[config.mk]
export PLATFORM = sky130hd
export DESIGN_NAME = tsa_mode_alarm
export DESIGN_NICKNAME = d
export VERILOG_FILES = /design/src/tsa_pkg.sv /design/src/tsa_mode_alarm.sv
export SDC_FILE = /design/constraint.sdc
export NUM_CORES = 1
export LEC_CHECK = 0
export BUFFER_PORTS_ARGS = -buffer_cell sky130_fd_sc_hd__buf_2
export CORE_ASPECT_RATIO = 1.25
export CORE_MARGIN = 2
export CORE_UTILIZATION = 60
export CTS_CLUSTER_DIAMETER = 200
export DETAILED_ROUTE_END_ITERATION = 10
export PLACE_DENSITY = 0.77
export SYNTH_ARGS = -nofsm -noshare
export SYNTH_HDL_FRONTEND = slang
export SYNTH_SLANG_ARGS = --single-unit
[constraint.sdc]
create_clock -name clk -period 4.45 [get_ports clk]
set_clock_uncertainty 0.1 [all_clocks]
set_input_delay 0.89 -clock clk [delete_from_list [all_inputs] [get_ports clk]]
set_output_delay 0.89 -clock clk [all_outputs]
set_load 0.01 [all_outputs]
[src/tsa_pkg.sv]
// Constants for the temperature sensor mode sequencer and alarm logic.
// Assumes a single 125 MHz system clock and a serial host on plain SPI pins.
`default_nettype none

package tsa_pkg;

  // System clock rate, in kHz so that cycle products stay within 32 bits
  localparam int unsigned CLK_KHZ = 125000;

  // Timing figures in milliseconds as documented
  localparam int unsigned CONV_TIME_MS = 240;
  localparam int unsigned ONESEC_CONV_MS = 60;
  localparam int unsigned ONESEC_IDLE_MS = 940;
  localparam int unsigned WAKE_TIME_MS = 1;

  // Derived cycle counts
  localparam int unsigned CONV_CYC = CONV_TIME_MS * CLK_KHZ;
  localparam int unsigned ONESEC_CONV_CYC = ONESEC_CONV_MS * CLK_KHZ;
  localparam int unsigned ONESEC_IDLE_CYC = ONESEC_IDLE_MS * CLK_KHZ;
  localparam int unsigned WAKE_CYC = WAKE_TIME_MS * CLK_KHZ;

  // Register addresses
  localparam logic [2:0] ADDR_STATUS = 3'h0;
  localparam logic [2:0] ADDR_SETUP = 3'h1;
  localparam logic [2:0] ADDR_RESULT = 3'h2;
  localparam logic [2:0] ADDR_IDENT = 3'h3;
  localparam logic [2:0] ADDR_CRIT = 3'h4;
  localparam logic [2:0] ADDR_HYST = 3'h5;
  localparam logic [2:0] ADDR_HIGH = 3'h6;
  localparam logic [2:0] ADDR_LOW = 3'h7;

  // Command byte layout
  localparam int CMD_READ_BIT = 6;
  localparam int CMD_ADDR_LSB = 3;

  // Reset values
  localparam logic [7:0] SETUP_RESET = 8'h00;
  localparam logic [15:0] RESULT_RESET = 16'h0000;
  localparam logic [15:0] CRIT_RESET = 16'h4980;
  localparam logic [7:0] HYST_RESET = 8'h05;
  localparam logic [15:0] HIGH_RESET = 16'h2000;
  localparam logic [15:0] LOW_RESET = 16'h0500;
  // Arbitrary identity value
  localparam logic [7:0] IDENT_VALUE = 8'h5a;

  // Setup register fields
  localparam int SETUP_QUEUE_LSB = 0;
  localparam int SETUP_CRIT_POL = 2;
  localparam int SETUP_LIMIT_POL = 3;
  localparam int SETUP_CMP_MODE = 4;
  localparam int SETUP_MODE_LSB = 5;
  localparam int SETUP_WIDE = 7;

  // Status register fields
  localparam int STAT_LOW = 4;
  localparam int STAT_HIGH = 5;
  localparam int STAT_CRIT = 6;
  localparam int STAT_RDY_N = 7;

  // Hysteresis register holds whole degrees; a 16-bit code has 7 fraction bits
  localparam int HYST_SHIFT = 7;
  // Fraction bits dropped by the 13-bit format
  localparam logic [15:0] NARROW_MASK = 16'hfff8;

  typedef enum logic [1:0] {
    MODE_CONT = 2'b00,
    MODE_ONESHOT = 2'b01,
    MODE_ONESEC = 2'b10,
    MODE_SHUT = 2'b11
  } tsa_mode_t;

  typedef enum logic [1:0] {
    SEQ_SHUT = 2'b00,
    SEQ_WAKE = 2'b01,
    SEQ_CONV = 2'b10,
    SEQ_PAUSE = 2'b11
  } tsa_seq_t;

endpackage : tsa_pkg

`default_nettype wire

[src/tsa_mode_alarm.sv]
// Conversion sequencer, fault queue, alarm pins and SPI register access.
// Assumes sensorCode is a 16-bit code from the modulator on clk; SPI pins are asynchronous.
`default_nettype none

// How it works
// - Setup mode 01 runs one conversion immediately, then shuts down.
// - Each new one-shot conversion starts on a fresh mode write of 01.
// - Mode 10 converts 60 ms then idles 940 ms, once per second.
// - Interrupt mode clears both alarm pins on any register read.
// - Comparator one-shot: mode write clears limit alarm once inside hysteresis band.
// - Comparator one-shot: mode write clears critical alarm once below critical minus hysteresis.
// - Mode 11 shuts down; mode 00 returns to continuous operation.
// - Leaving shutdown with mode 00 waits about 1 ms, then converts; modes 01 and 10 start converting at once.
// - Last result stays readable during shutdown.
// - Setup bits 1:0 pick one to four consecutive faults before alarms.
// - A conversion inside all limits clears the fault counter.
// - Each result is compared with critical, high and low limits.
// - Default result is 13-bit two's complement, 0.0625 degree steps; limits are compared with the 13-bit code in that format.
// - In 13-bit format result bits 2:0 are critical, high, low flags.
// - Setup bit 7 selects full 16-bit results; default is 13-bit.
// - Continuous mode restarts a 240 ms conversion after each one.
// - Setup bit 4 selects interrupt mode (0) or comparator mode (1).
module tsa_mode_alarm #(
  parameter int unsigned CONV_CYCLES = tsa_pkg::CONV_CYC,
  parameter int unsigned ONESEC_CONV_CYCLES = tsa_pkg::ONESEC_CONV_CYC,
  parameter int unsigned ONESEC_IDLE_CYCLES = tsa_pkg::ONESEC_IDLE_CYC,
  parameter int unsigned WAKE_CYCLES = tsa_pkg::WAKE_CYC
) (
  input wire logic clk,
  input wire logic reset,
  input wire logic [15:0] sensorCode,
  input wire logic spiClk,
  input wire logic spiCsN,
  input wire logic spiDin,
  output logic spiDout,
  output logic spiDoutOe,
  output logic criticalAlarmOut,
  output logic criticalAlarmOutOe,
  output logic limitAlarmOut,
  output logic limitAlarmOutOe
);

  if (CONV_CYCLES < 1 || ONESEC_CONV_CYCLES < 1 || ONESEC_IDLE_CYCLES < 1 || WAKE_CYCLES < 1)
  begin : gBadTiming
    $error("tsa_mode_alarm: every timing count must be at least one cycle");
  end

  // Pin synchronisers
  logic sclkS1_reg, sclkS2_reg, sclkS3_reg;
  logic csNS1_reg, csNS2_reg;
  logic dinS1_reg, dinS2_reg;

  always_ff @(posedge clk) begin
    if (reset) begin
      sclkS1_reg <= 1'b0;
      sclkS2_reg <= 1'b0;
      sclkS3_reg <= 1'b0;
      csNS1_reg <= 1'b1;
      csNS2_reg <= 1'b1;
      dinS1_reg <= 1'b0;
      dinS2_reg <= 1'b0;
    end else begin
      sclkS1_reg <= spiClk;
      sclkS2_reg <= sclkS1_reg;
      sclkS3_reg <= sclkS2_reg;
      csNS1_reg <= spiCsN;
      csNS2_reg <= csNS1_reg;
      dinS1_reg <= spiDin;
      dinS2_reg <= dinS1_reg;
    end
  end

  logic sclkRise, sclkFall;
  assign sclkRise = sclkS2_reg & ~sclkS3_reg;
  assign sclkFall = ~sclkS2_reg & sclkS3_reg;

  // Serial framing state
  logic [4:0] bitCnt_reg;
  logic [15:0] rxShift_reg;
  logic [15:0] txShift_reg;
  logic isRead_reg;
  logic [2:0] addr_reg;

  logic newBit, cmdDone, wrDone, readPulse;
  logic [7:0] cmdByte;
  logic [15:0] wrWord;
  logic [2:0] cmdAddr;
  logic wideAddr;

  assign newBit = sclkRise & ~csNS2_reg & (bitCnt_reg != 5'h1f);
  assign cmdByte = {rxShift_reg[6:0], dinS2_reg};
  assign cmdAddr = cmdByte[tsa_pkg::CMD_ADDR_LSB +: 3];
  assign cmdDone = newBit & (bitCnt_reg == 5'h07);
  assign readPulse = cmdDone & cmdByte[tsa_pkg::CMD_READ_BIT];
  assign wideAddr = (addr_reg == tsa_pkg::ADDR_RESULT) | (addr_reg == tsa_pkg::ADDR_CRIT) |
                    (addr_reg == tsa_pkg::ADDR_HIGH) | (addr_reg == tsa_pkg::ADDR_LOW);
  assign wrDone = newBit & ~isRead_reg &
                  (bitCnt_reg == (wideAddr ? 5'h17 : 5'h0f));
  assign wrWord = {rxShift_reg[14:0], dinS2_reg};

  // Registers
  logic [7:0] setup_reg;
  logic [15:0] result_reg;
  logic [15:0] crit_reg, high_reg, low_reg;
  logic [7:0] hyst_reg;
  logic rdyN_reg;
  logic [2:0] statFlags_reg;

  logic modeWrite;
  tsa_pkg::tsa_mode_t curMode, newMode;
  assign modeWrite = wrDone & (addr_reg == tsa_pkg::ADDR_SETUP);
  assign curMode = tsa_pkg::tsa_mode_t'(setup_reg[tsa_pkg::SETUP_MODE_LSB +: 2]);
  assign newMode = tsa_pkg::tsa_mode_t'(wrWord[tsa_pkg::SETUP_MODE_LSB +: 2]);

  always_ff @(posedge clk) begin
    if (reset || csNS2_reg) begin
      bitCnt_reg <= 5'h00;
    end else if (newBit) begin
      bitCnt_reg <= bitCnt_reg + 5'h01;
    end
  end

  always_ff @(posedge clk) begin
    if (reset) begin
      rxShift_reg <= 16'h0000;
      isRead_reg <= 1'b0;
      addr_reg <= 3'h0;
    end else if (newBit) begin
      rxShift_reg <= wrWord;
      if (cmdDone) begin
        isRead_reg <= cmdByte[tsa_pkg::CMD_READ_BIT];
        addr_reg <= cmdAddr;
      end
    end
  end

  // Read data, left aligned so the first bit out is the MSB
  logic [15:0] readValue;
  always_comb begin
    readValue = 16'h0000;
    unique case (cmdAddr)
      tsa_pkg::ADDR_STATUS: readValue = {rdyN_reg, statFlags_reg, 4'h0, 8'h00};
      tsa_pkg::ADDR_SETUP: readValue = {setup_reg, 8'h00};
      tsa_pkg::ADDR_RESULT: readValue = result_reg;
      tsa_pkg::ADDR_IDENT: readValue = {tsa_pkg::IDENT_VALUE, 8'h00};
      tsa_pkg::ADDR_CRIT: readValue = crit_reg;
      tsa_pkg::ADDR_HYST: readValue = {hyst_reg, 8'h00};
      tsa_pkg::ADDR_HIGH: readValue = high_reg;
      tsa_pkg::ADDR_LOW: readValue = low_reg;
    endcase
  end

  // Output bits change on falling edges so the host samples them on rising edges
  always_ff @(posedge clk) begin
    if (reset) begin
      txShift_reg <= 16'h0000;
      spiDout <= 1'b0;
    end else if (readPulse) begin
      txShift_reg <= readValue;
    end else if (sclkFall && !csNS2_reg && isRead_reg && bitCnt_reg >= 5'h08) begin
      spiDout <= txShift_reg[15];
      txShift_reg <= {txShift_reg[14:0], 1'b0};
    end
  end

  always_ff @(posedge clk) begin
    if (reset) begin
      spiDoutOe <= 1'b0;
    end else begin
      spiDoutOe <= ~csNS2_reg;
    end
  end

  // Writable registers; result, status and identity ignore writes
  always_ff @(posedge clk) begin
    if (reset) begin
      setup_reg <= tsa_pkg::SETUP_RESET;
      crit_reg <= tsa_pkg::CRIT_RESET;
      hyst_reg <= tsa_pkg::HYST_RESET;
      high_reg <= tsa_pkg::HIGH_RESET;
      low_reg <= tsa_pkg::LOW_RESET;
    end else if (wrDone) begin
      unique case (addr_reg)
        tsa_pkg::ADDR_SETUP: setup_reg <= wrWord[7:0];
        tsa_pkg::ADDR_CRIT: crit_reg <= wrWord;
        tsa_pkg::ADDR_HYST: hyst_reg <= wrWord[7:0];
        tsa_pkg::ADDR_HIGH: high_reg <= wrWord;
        tsa_pkg::ADDR_LOW: low_reg <= wrWord;
        default: ;
      endcase
    end
  end

  // Conversion sequencer
  tsa_pkg::tsa_seq_t seq_reg;
  logic [31:0] timer_reg;
  logic convDone;
  assign convDone = (seq_reg == tsa_pkg::SEQ_CONV) && (timer_reg == 32'h0);

  always_ff @(posedge clk) begin
    if (reset) begin
      seq_reg <= tsa_pkg::SEQ_CONV;
      timer_reg <= 32'(CONV_CYCLES - 1);
    end else if (modeWrite) begin
      unique case (newMode)
        tsa_pkg::MODE_SHUT: seq_reg <= tsa_pkg::SEQ_SHUT;
        // a one-shot write always starts a fresh conversion
        tsa_pkg::MODE_ONESHOT: begin
          seq_reg <= tsa_pkg::SEQ_CONV;
          timer_reg <= 32'(CONV_CYCLES - 1);
        end
        tsa_pkg::MODE_ONESEC: begin
          seq_reg <= tsa_pkg::SEQ_CONV;
          timer_reg <= 32'(ONESEC_CONV_CYCLES - 1);
        end
        tsa_pkg::MODE_CONT: begin
          // leave shutdown through the wake-up delay
          if (seq_reg == tsa_pkg::SEQ_SHUT) begin
            seq_reg <= tsa_pkg::SEQ_WAKE;
            timer_reg <= 32'(WAKE_CYCLES - 1);
          end else if (seq_reg == tsa_pkg::SEQ_PAUSE) begin
            seq_reg <= tsa_pkg::SEQ_CONV;
            timer_reg <= 32'(CONV_CYCLES - 1);
          end
        end
      endcase
    end else if (seq_reg != tsa_pkg::SEQ_SHUT && timer_reg != 32'h0) begin
      timer_reg <= timer_reg - 32'h1;
    end else begin
      unique case (seq_reg)
        tsa_pkg::SEQ_SHUT: ;
        tsa_pkg::SEQ_WAKE: begin
          seq_reg <= tsa_pkg::SEQ_CONV;
          timer_reg <= (curMode == tsa_pkg::MODE_ONESEC) ?
                       32'(ONESEC_CONV_CYCLES - 1) : 32'(CONV_CYCLES - 1);
        end
        tsa_pkg::SEQ_CONV: begin
          unique case (curMode)
            tsa_pkg::MODE_CONT: timer_reg <= 32'(CONV_CYCLES - 1);
            // idle for the rest of the second
            tsa_pkg::MODE_ONESEC: begin
              seq_reg <= tsa_pkg::SEQ_PAUSE;
              timer_reg <= 32'(ONESEC_IDLE_CYCLES - 1);
            end
            default: seq_reg <= tsa_pkg::SEQ_SHUT;
          endcase
        end
        tsa_pkg::SEQ_PAUSE: begin
          seq_reg <= tsa_pkg::SEQ_CONV;
          timer_reg <= 32'(ONESEC_CONV_CYCLES - 1);
        end
      endcase
    end
  end

  // Limit comparison, done on the code the result format will keep
  logic wideFmt;
  logic signed [15:0] sample, critS, highS, lowS, hystS;
  logic overCrit, overHigh, underLow, anyFault;
  logic critClear, limitClear;
  assign wideFmt = setup_reg[tsa_pkg::SETUP_WIDE];
  // 13-bit format drops the three lowest fraction bits
  assign sample = signed'(wideFmt ? sensorCode : (sensorCode & tsa_pkg::NARROW_MASK));
  assign critS = signed'(crit_reg);
  assign highS = signed'(high_reg);
  assign lowS = signed'(low_reg);
  // Whole degrees scaled to the 16-bit code, kept at the code's own width
  assign hystS = signed'(16'(hyst_reg) << tsa_pkg::HYST_SHIFT);
  assign overCrit = sample > critS;
  assign overHigh = sample > highS;
  assign underLow = sample < lowS;
  assign anyFault = overCrit | overHigh | underLow;
  assign critClear = sample < (critS - hystS);
  assign limitClear = (sample < (highS - hystS)) & (sample > (lowS + hystS));

  // Result register and ready flag
  always_ff @(posedge clk) begin
    if (reset) begin
      result_reg <= tsa_pkg::RESULT_RESET;
    end else if (convDone) begin
      // flag bits only in 13-bit format
      result_reg <= wideFmt ? sensorCode :
                    {sample[15:3], overCrit, overHigh, underLow};
    end
  end

  always_ff @(posedge clk) begin
    if (reset) begin
      rdyN_reg <= 1'b1;
    end else if (convDone) begin
      rdyN_reg <= 1'b0;
    end else if ((readPulse && cmdAddr == tsa_pkg::ADDR_RESULT) ||
                 (modeWrite && curMode != tsa_pkg::MODE_CONT)) begin
      rdyN_reg <= 1'b1;
    end
  end

  // Status flags: a status read clears them unless a conversion completes that cycle
  always_ff @(posedge clk) begin
    if (reset) begin
      statFlags_reg <= 3'h0;
    end else begin
      if (readPulse && cmdAddr == tsa_pkg::ADDR_STATUS) begin
        statFlags_reg <= 3'h0;
      end
      if (convDone) begin
        statFlags_reg[0] <= underLow | (statFlags_reg[0] & ~(sample > (lowS + hystS)));
        statFlags_reg[1] <= overHigh | (statFlags_reg[1] & ~(sample < (highS - hystS)));
        statFlags_reg[2] <= overCrit | (statFlags_reg[2] & ~critClear);
      end
    end
  end

  // Fault queue
  logic [1:0] faultCnt_reg;
  logic qualified;
  // alarm only after the programmed number of consecutive faults
  assign qualified = convDone & anyFault &
                     (faultCnt_reg >= setup_reg[tsa_pkg::SETUP_QUEUE_LSB +: 2]);

  always_ff @(posedge clk) begin
    if (reset) begin
      faultCnt_reg <= 2'h0;
    end else if (convDone) begin
      if (!anyFault) begin
        faultCnt_reg <= 2'h0;
      // same queue for every conversion mode
      end else if (faultCnt_reg != 2'h3) begin
        faultCnt_reg <= faultCnt_reg + 2'h1;
      end
    end
  end

  // Alarm state; a setting event wins over any clear in the same cycle
  logic critAlarm_reg, limitAlarm_reg;
  logic critInside_reg, limitInside_reg;
  logic cmpMode, oneShotUse;
  assign cmpMode = setup_reg[tsa_pkg::SETUP_CMP_MODE];
  assign oneShotUse = curMode == tsa_pkg::MODE_ONESHOT;

  always_ff @(posedge clk) begin
    if (reset) begin
      critInside_reg <= 1'b1;
      limitInside_reg <= 1'b1;
    end else if (convDone) begin
      critInside_reg <= critClear;
      limitInside_reg <= limitClear;
    end
  end

  always_ff @(posedge clk) begin
    if (reset) begin
      critAlarm_reg <= 1'b0;
    end else if (qualified && overCrit) begin
      critAlarm_reg <= 1'b1;
    // interrupt mode clears on any read
    end else if (!cmpMode && readPulse) begin
      critAlarm_reg <= 1'b0;
    // one-shot comparator clears on a mode write
    end else if (cmpMode && oneShotUse && modeWrite && critInside_reg) begin
      critAlarm_reg <= 1'b0;
    end else if (cmpMode && !oneShotUse && convDone && critClear) begin
      critAlarm_reg <= 1'b0;
    end
  end

  always_ff @(posedge clk) begin
    if (reset) begin
      limitAlarm_reg <= 1'b0;
    end else if (qualified && (overHigh || underLow)) begin
      limitAlarm_reg <= 1'b1;
    // interrupt mode clears on any read
    end else if (!cmpMode && readPulse) begin
      limitAlarm_reg <= 1'b0;
    // one-shot comparator clears on a mode write
    end else if (cmpMode && oneShotUse && modeWrite && limitInside_reg) begin
      limitAlarm_reg <= 1'b0;
    end else if (cmpMode && !oneShotUse && convDone && limitClear) begin
      limitAlarm_reg <= 1'b0;
    end
  end

  // Open-drain pins only pull low; active-high polarity pulls while idle
  always_ff @(posedge clk) begin
    if (reset) begin
      criticalAlarmOut <= 1'b0;
      limitAlarmOut <= 1'b0;
      criticalAlarmOutOe <= 1'b0;
      limitAlarmOutOe <= 1'b0;
    end else begin
      criticalAlarmOut <= 1'b0;
      limitAlarmOut <= 1'b0;
      criticalAlarmOutOe <= critAlarm_reg ^ setup_reg[tsa_pkg::SETUP_CRIT_POL];
      limitAlarmOutOe <= limitAlarm_reg ^ setup_reg[tsa_pkg::SETUP_LIMIT_POL];
    end
  end

endmodule : tsa_mode_alarm

`default_nettype wire

Word level (Yosys, flattened, before mapping)
Index checks and enable logic that the tools add are counted.
{"block": "classes", "addsub": 6, "multipliers": 0, "mux": 35, "bitwise": 33, "shifts": 0, "order_cmp": 8, "reduce_logical": 52, "div": 0, "n_eq_ne": 31}
{"op": "32-bit one-hot mux with 3 select lines", "count": 2}
{"op": "32-bit 2-to-1 mux", "count": 4}
{"op": "16-bit one-hot mux with 8 select lines", "count": 1}
{"op": "32-bit one-hot mux with 2 select lines", "count": 1}
{"op": "16-bit greater-than comparator", "count": 3}
{"op": "16-bit < comparator", "count": 3}
{"op": "32-bit zero test", "count": 1}
{"op": "16-bit 2-to-1 mux", "count": 2}
{"op": "32-bit nonzero test", "count": 1}
{"op": "16-bit subtractor", "count": 2}
{"op": "32-bit by 1-bit subtractor with 32-bit output, second input constant", "count": 1}
{"op": "25-bit 2-to-1 mux", "count": 1}
{"op": "3-bit equality test, second input constant", "count": 8}
{"op": "1-bit logical AND", "count": 19}
{"op": "16-bit adder", "count": 1}
{"op": "2-bit AND reduction", "count": 8}
{"op": "1-bit bitwise AND", "count": 15}
{"op": "2-bit 2-to-1 mux", "count": 6}
{"op": "3-bit 2-to-1 mux", "count": 4}
{"op": "2-bit equality test, second input constant", "count": 5}
{"op": "1-bit 2-to-1 mux", "count": 10}
{"op": "2-bit nonzero test", "count": 5}
{"op": "3-bit by 2-bit equality test with 1-bit output, second input constant", "count": 3}
{"op": "1-bit inverter", "count": 8}
{"op": "other kinds (29)", "count": 51}
{"block": "totals", "reg_bits": 175, "mem_count": 0, "out_inout_bits": 6, "romBits": 0, "wordCells": 196, "mem_bits_rw": 0, "input_bits": 21, "latch_bits": 0}

Logic depth before layout (Yosys ltp)
Gate-level depths: netlist of the first run.
{"block": "logic_depth", "depth_word": 13, "depth_mapped": 18, "ltp_nobuf": 18}

Least setup slack after synthesis of the first run
No wires, ideal clock.
{"block": "synth_timing", "kind": "register to register", "startpoint": "reg hyst_reg[0]", "endpoint": "reg limitAlarm_reg", "period_less_slack_ns": 3.240, "n_path_buf": 0, "stages_incl_launch_ff": 17, "t_required_ns": 4.227, "slack_ns": 1.210, "setup_ns": 0.123, "arrival_time_ns": 3.017, "cell_sequence": "dfxtp_1 -> ha_1 -> fa_1 -> a21oi_1 -> nor2_1 -> nor2_1 -> o21bai_1 -> a21oi_1 -> o21ai_0 -> xnor2_1 -> ha_1 -> nand4_1 -> nor4_1 -> a21boi_0 -> o31ai_1 -> nor3_1 -> o22ai_1"}
{"block": "synth_via", "elab_chain_cells": 5, "elab_cells_between_ends": 7, "cone_classes": "add/sub: 2; order compare: 2; bitwise: 1; reduce/logical: 2"}
{"item": "start, declared", "line": "tsa_mode_alarm.sv:105", "source": "logic [7:0] hyst_reg;"}
{"item": "start signal, assigned", "line": "tsa_mode_alarm.sv:179", "source": "hyst_reg <= tsa_pkg::HYST_RESET;"}
{"item": "start signal, assigned", "line": "tsa_mode_alarm.sv:186", "source": "tsa_pkg::ADDR_HYST: hyst_reg <= wrWord[7:0];"}
{"item": "16-bit subtractor / 16-bit adder (equally long branches)", "line": "tsa_mode_alarm.sv:274", "source": "assign limitClear = (sample < (highS - hystS)) & (sample > (lowS + hystS));"}
{"item": "16-bit < comparator / 16-bit greater-than comparator (equally long branches)", "line": "tsa_mode_alarm.sv:274"}
{"item": "1-bit bitwise AND *", "line": "tsa_mode_alarm.sv:274"}
{"item": "1-bit logical AND *", "line": "tsa_mode_alarm.sv:378", "source": "end else if (cmpMode && !oneShotUse && convDone && limitClear) begin"}
{"item": "4-bit nonzero test (no line) *"}
{"item": "end signal, assigned", "line": "tsa_mode_alarm.sv:374", "source": "limitAlarm_reg <= 1'b0;"}
{"item": "end signal, assigned", "line": "tsa_mode_alarm.sv:377", "source": "limitAlarm_reg <= 1'b0;"}
{"item": "end signal, assigned", "line": "tsa_mode_alarm.sv:379", "source": "limitAlarm_reg <= 1'b0;"}
{"item": "end, declared", "line": "tsa_mode_alarm.sv:335", "source": "logic critAlarm_reg, limitAlarm_reg;"}
Mark *: on every way between the ends. The rest lies on a longest branch, timed or not.
A chain may end at the register's enable or synchronous reset.

Final worst setup path of the first run
Same ends and word-level chain as after synthesis.

==> reports/results.txt, run 1 <==
Vias in the first global route: 9540
Die height: 156 um
Clk slew on worst S/H paths: 70 ps
Delay-heaviest family, CP: compound AO/OA/AOI/OAI gates
Residual DRC count: 0
Ys async rst share: 0
Final Cycle Share: 0.848
CP Depth: 16
Max FFs per register: 32
Worst reg2reg setup slack: 680 ps
Setup-failing EPs final: 0
CP cell instances: ha_1 -> fa_1 -> a21oi_1 -> nor2_1 -> nor2_1 -> o21bai_1 -> a21oi_1 -> o21ai_0 -> xnor2_1 -> ha_1 -> nand4_1 -> nor4_1 -> a21boi_0 -> o31ai_1 -> nor3_1 -> o22ai_1
Crit path max fanout: 5
Seq/Total Area, Yosys: 0.315
Maxcap violations: 0
HP Class: reg2reg
Top Ports: 27
WL per Instance: 19.7 um
Share of the synthesized area in the top cell type: 0.315
Area Overhead vs Synth: 7.61%
Grt met1 use: 0.409
Num CTS Buffers: 17
Most common cell in the netlist: dfxtp_1
Avg Cell Area, Syn: 8.22 sq um
Fin nets: 1479
Drt pass-1 iters: 9
Clk root buf: clkbuf_16
Final WL: 31100 um
Max incr delay on CP: 420 ps
Worst r2r src: hyst_reg[0]
Clk_lat worst skew: 440 ps
Vias per cell: 6.33
Count of cell types in the netlist: 83
HPWL after DPL: 22000 um
Initial antenna violation count: 0
Core area: 18200 sq um
Crit path from: hyst_reg[0]
GRT Util Overall: 0.316
Switch share: 0.257
Total setup buffers inserted after CTS: 0
Antenna-violating nets left: 0
P_int: 2.43 mW
Buffers on Ports: 24
Worst vdd ir: 0.000288 V
Net Switching: 841 uW
Cell Area, Synth: 11100 sq um
Initial core utilization: 0.612
Cell area power density: 273 nW/um^2
CP endpoint: limitAlarm_reg
Share of cells above drive strength 1: 0.0872
Ys Warns: 0
Synth Register Bits: 175
Minimum clock period: 3770 ps
Synth Flop Type: dfxtp_1
FF-to-FF End: limitAlarm_reg
ANT cells: 0
Post-synth EDFFs: 0
Pleak: 4.89 nW
Status: finished clean
Syn Inst Count: 1352
Die Wd: 126 um
DR vias: 10.0k
Worst-margin pin slew: 1110 ps
Final Power: 3.27 mW
CP Capture Type: flop
Initial drt markers: 1000
Clock share of power: 0.467
Critical path buffers and inverters: 0
Met2 Use GR: 0.521
Die area: 19600 sq um
Synth area leader: dfxtp_1
CTS tree: done
Slowest-stage cell, CP: fa_1
Worst r2r path cells: 16
Final count of hold timing violations: 0
Std cell rows: 55
Grt ovf: 0
Met3 GRT Util: 0.0484
Synth top cells by count: dfxtp_1, nor2_1, a21oi_1, nand2_1, ha_1
Fin. max-slew vios: 0
Largest net degree at the start of global routing: 101
Worst setup SP type: flop
Flop pwr share: 0.482
First-pass GRT wire length: 49900 um
H-tree depth: 4
Fmax: 265 MHz
GPL Wtd Cong: 0.901
WP data arrival: 3990 ps
Comb power frac: 0.052
Top cells by area, synth: dfxtp_1, ha_1, a21oi_1
CP required: 4660 ps
Hold_buf cts: 0
Post-cts resize count: 0
GRT busiest layer: met2
Crit Path Category: reg2reg
RSZ-0062 raised after global routing: no
Clock sink count: 175
Final TNS setup: 0 ps
Relative slew slack: 0.260
Clk buf depth: 2
## worst min-delay path by stage
stage | slack, ps | start | cells after the start | end
floorplan | 290 | csNS1_reg | 1 | csNS2_reg
global placement | 320 | csNS1_reg | 1 | csNS2_reg
detailed placement | 320 | csNS1_reg | 1 | csNS2_reg
CTS | 340 | csNS1_reg | 1 | csNS2_reg
global route | 350 | csNS1_reg | 1 | csNS2_reg
finish | 330 | csNS1_reg | 1 | csNS2_reg
## metal layers
| layer | share of wire | up-vias |
|---|---|---|
| met1 | 0.42 | 4734 |
| met5 | 0 | - |
| li1 | - | 4804 |
| met4 | 0.043 | 0 |
| met2 | 0.47 | 387 |
| met3 | 0.064 | 82 |
## through the flow
step	cell area, sq um	hold slack [ps]	util	cells	setup WS (ps)
2_1_floorplan	11100	289	-	1353	1210
3_3_place_gp	11400	315	0.626	1550	927
3_5_place_dp	11400	322	0.626	1550	799
4_1_cts	12000	341	0.659	1581	738
5_1_grt	12000	354	0.659	1581	257
6_report	12000	333	0.659	1581	676
## cells by family after synthesis
group / Yosys count / share of synthesized area
adders and majority gates: 117 / 0.134
AOI/OAI and AO/OA: 339 / 0.196
other: 1 / 0.000337
xor gates and xnor gates: 28 / 0.0221
and+or+nand+nor: 444 / 0.195
muxes: 79 / 0.0770
buffers and inverters: 169 / 0.0610
DFF: 175 / 0.315
## cell usage in the layout (no fill, tap or decap), types with 7 or more instances in the layout
cell type and n:
o21ai_0 54, o211ai_1 7, dfxtp_1 175, nor2b_1 21
and3_1 7, buf_2 23, ha_1 114, a211oi_1 30
a21oi_1 134, mux2i_1 63, a21o_1 10, buf_4 21
nand2b_1 10, xnor2_1 18, or3_1 7, nor2_1 149
nor3_1 25, nand2_1 125, a221oi_1 8, or2_2 7
a211o_1 12, mux2_2 12, nand4_1 17, nand3b_1 9
inv_1 93, a31oi_1 9, xor2_1 10, clkbuf_16 17
nand3_1 24
## layout make-up
| class | count | area [sq um] |
|---|---|---|
| clock inverter | 14 | 169 |
| clock buffer | 17 | 425 |
| tap | 228 | 285 |
| timing repair buffer | 44 | 273 |
| inverter | 94 | 353 |
| sequential | 175 | 3500 |
| fill | 1547 | 6200 |
| multi-input combinational | 1009 | 6960 |
## power groups by stage
stage                     clock network, mW  logic (mW)  registers, mW
after floorplan                           0       0.104           1.61
after global placement                    0       0.160           1.61
after detailed placement                  0       0.164           1.61
after CTS                              1.53       0.165           1.57
after global routing                   1.59       0.184           1.58
final                                  1.53       0.169           1.57
(Power assumes the default switching activity.)
==> run 2: changes to the inputs <==
- CORE_UTILIZATION: 60 -> 58
- PLACE_DENSITY: 0.77 -> 0.78
- clock period: 4.45 -> 3.15 ns (I/O delays scaled with it)
==> run 2 against run 1 <==
  * The flow now finishes with violations (setup timing)
  * Hold slack got worse by 78 ps
  * Sequential share of layout area fell by 2.5 points
  * Wire length rose by 5.1%
  * Sequential cell count did not move
  * First-iteration DRC count rose by 2.3%
  * Maximum frequency rose by 16%
  * Setup slack got worse by 780 ps
  * Critical path type unchanged
  * Sequential power rose by 41%
  * Register-to-register slack got worse by 780 ps
  * Global-route usage barely moved
==> reports/results.txt, run 2 (synthesized netlist as in run 1, its figures left out) <==
Status: finished with violations
Violated checks: setup timing
Fin. max-slew vios: 0 (unchanged)
Crit Path Category: reg2reg
Clock sink count: 175 (unchanged)
RSZ-0062 raised after global routing: yes
H-tree depth: 4 (unchanged)
Max FFs per register: 32 (unchanged)
P_int: 3.54 mW (+46%)
Worst r2r src: hyst_reg[0]
WP data arrival: 3450 ps (-540 ps)
Final Cycle Share: 1.03 (+0.184)
Grt ovf: 0 (unchanged)
Switch share: 0.257 (about the same)
CP Capture Type: flop
Drt pass-1 iters: 6 (-3)
Most common cell after layout, fill and taps aside: dfxtp_1
First-pass GRT wire length: 51100 um (+2.4%)
Die area: 20300 sq um (+3.3%)
Initial drt markers: 1023 (+2.3%)
Share of cells above drive strength 1: 0.183 (+0.0956)
Minimum clock period: 3250 ps (-524 ps)
Die Wd: 128 um (+1.7%)
Core area: 18800 sq um (+3.4%)
Vias per cell: 6.32 (-0.18%)
Filler cells: 1412 (-8.7%)
Crit path max fanout: 4 (-1)
Area Overhead vs Synth: 18.0%
ANT cells: 0 (unchanged)
Vias in the first global route: 10.0k (+5.0%)
Clock share of power: 0.477 (+0.010)
WL per Instance: 19.6 um (-0.57%)
DR vias: 10.6k (+5.5%)
Worst vdd ir: 0.000418 V (+45%)
Multi-input logic area: 7260 sq um (+4.4%)
Setup-failing EPs final: 10 (+10)
Initial core utilization: 0.592 (-0.0199)
Clk root buf: clkbuf_16
Maxcap violations: 0 (unchanged)
Die height: 159 um (+1.7%)
Num CTS Buffers: 17 (unchanged)
Clk buf depth: 2 (unchanged)
Worst setup SP type: flop
Pleak: 5.43 nW (+11%)
CTS tree: done
Design Area, Final: 13100 sq um (+9.6%)
Final Power: 4.77 mW (+46%)
Worst-margin pin slew: 993 ps (-118 ps)
GPL Wtd Cong: 0.936 (+4.0%)
HPWL after DPL: 23100 um (+5.0%)
Top Ports: 27 (unchanged)
Fmax: 308 MHz (+16%)
Final count of hold timing violations: 0 (unchanged)
Relative slew slack: 0.338 (+0.0783)
Largest net degree at the start of global routing: 91 (-9.9%)
Residual DRC count: 0 (unchanged)
Clk slew on worst S/H paths: 70 ps (about the same)
Cell area power density: 364 nW/um^2 (+33%)
Flop pwr share: 0.466 (-0.016)
Buffers on Ports: 24 (unchanged)
Placed insts: 1626 (+4.9%)
Core Util, Final: 0.699 (+0.0400)
Commonest non-fill, non-tap cells in the layout: dfxtp_1, nor2_1, a21oi_1
Fin nets: 1564 (+5.7%)
Antenna-violating nets left: 0 (unchanged)
Final WL: 32700 um (+5.1%)
Dpl cell area: 12000 sq um (+5.7%)
Crit path from: hyst_reg[0]
Net Switching: 1.23 mW (+46%)
Worst hold slack: 255 ps (-78.2 ps)
Cell Count, Final, Fillers Out: 1671 (+5.7%)
Beginning of the worst hold path: spiCsN
Clk_lat worst skew: 450 ps (about the same)
Final worst slack: -99.5 ps (-776 ps)
Register Area: 3510 sq um (+0.29%)
Initial antenna violation count: 0 (unchanged)
Std cell rows: 56 (+1.8%)
CP required: 3350 ps (-1310 ps)
HP Class: in2reg
Comb power frac: 0.057 (+0.005)
GRT Util Overall: 0.316 (-0.000437)
==> run 2: cell type report <==
| type | instances | share of cell area |
|---|---|---|
| clock buffers | 17 | 0.0324 |
| flip-flops and latches | 175 | 0.268 |
| well taps | 232 | 0.0221 |
| clock inverters | 15 | 0.0156 |
| multi-input cells | 1009 | 0.554 |
| repair buffers | 129 | 0.0814 |
| inverters | 94 | 0.0269 |
==> run 2: final timing paths <==
check	slack, ps	endpoint	depth (start not counted)
max	-100	statFlags_reg[0]	16
min	260	csNS1_reg	2
max reg2reg	-100	statFlags_reg[0]	16
min reg2reg	330	csNS2_reg	1
==> run 2: power by group through the flow <==
| stage | registers [mW] | logic [mW] | clock network (mW) |
|---|---|---|---|
| after floorplan | 2.27 | 0.148 | 0 |
| after global placement | 2.28 | 0.238 | 0 |
| after detailed placement | 2.28 | 0.245 | 0 |
| after CTS | 2.22 | 0.251 | 2.30 |
| after global routing | 2.22 | 0.291 | 2.39 |
| final | 2.22 | 0.271 | 2.28 |
==> run 2: per-layer routing <==
| metal | GRT usage | wire [um] |
|---|---|---|
| met1 | 0.391 | 13300 |
| met5 | 0 | 0 |
| met3 | 0.0492 | 2100 |
| met4 | 0.162 | 1700 |
| met2 | 0.527 | 15600 |
==> run 2: stage by stage <==
stage	setup slack (ps)	TNS, ps
finish	-99.5	-525
global route	-317	-3100
CTS	-57.5	-80.6
detailed placement	-218	-1570
global placement	-70.3	-314
floorplan	30.3	0
==> run 2: what timing repair did <==
item,4_1_cts,5_1_grt
endpoints found under the setup margin,39,88
resized for setup,26,74
cloned,0,3
hold buffers,0,0
buffers inserted,0,11
pin swaps,5,31
==> run 2: worst max-delay path: stages, from the launching register on <==
cell and delay [ps]:
dfxtp_4 370, ha_4 160, fa_2 350, a21oi_2 130, nor2_1 50, nor2_1 120, o21bai_1 110, a21oi_2 150
o21ai_1 90, xnor2_1 130, ha_1 310, nand4_1 140, nor4_2 310, a21boi_4 260, o31ai_4 90, a21oi_1 170
o32ai_1 80
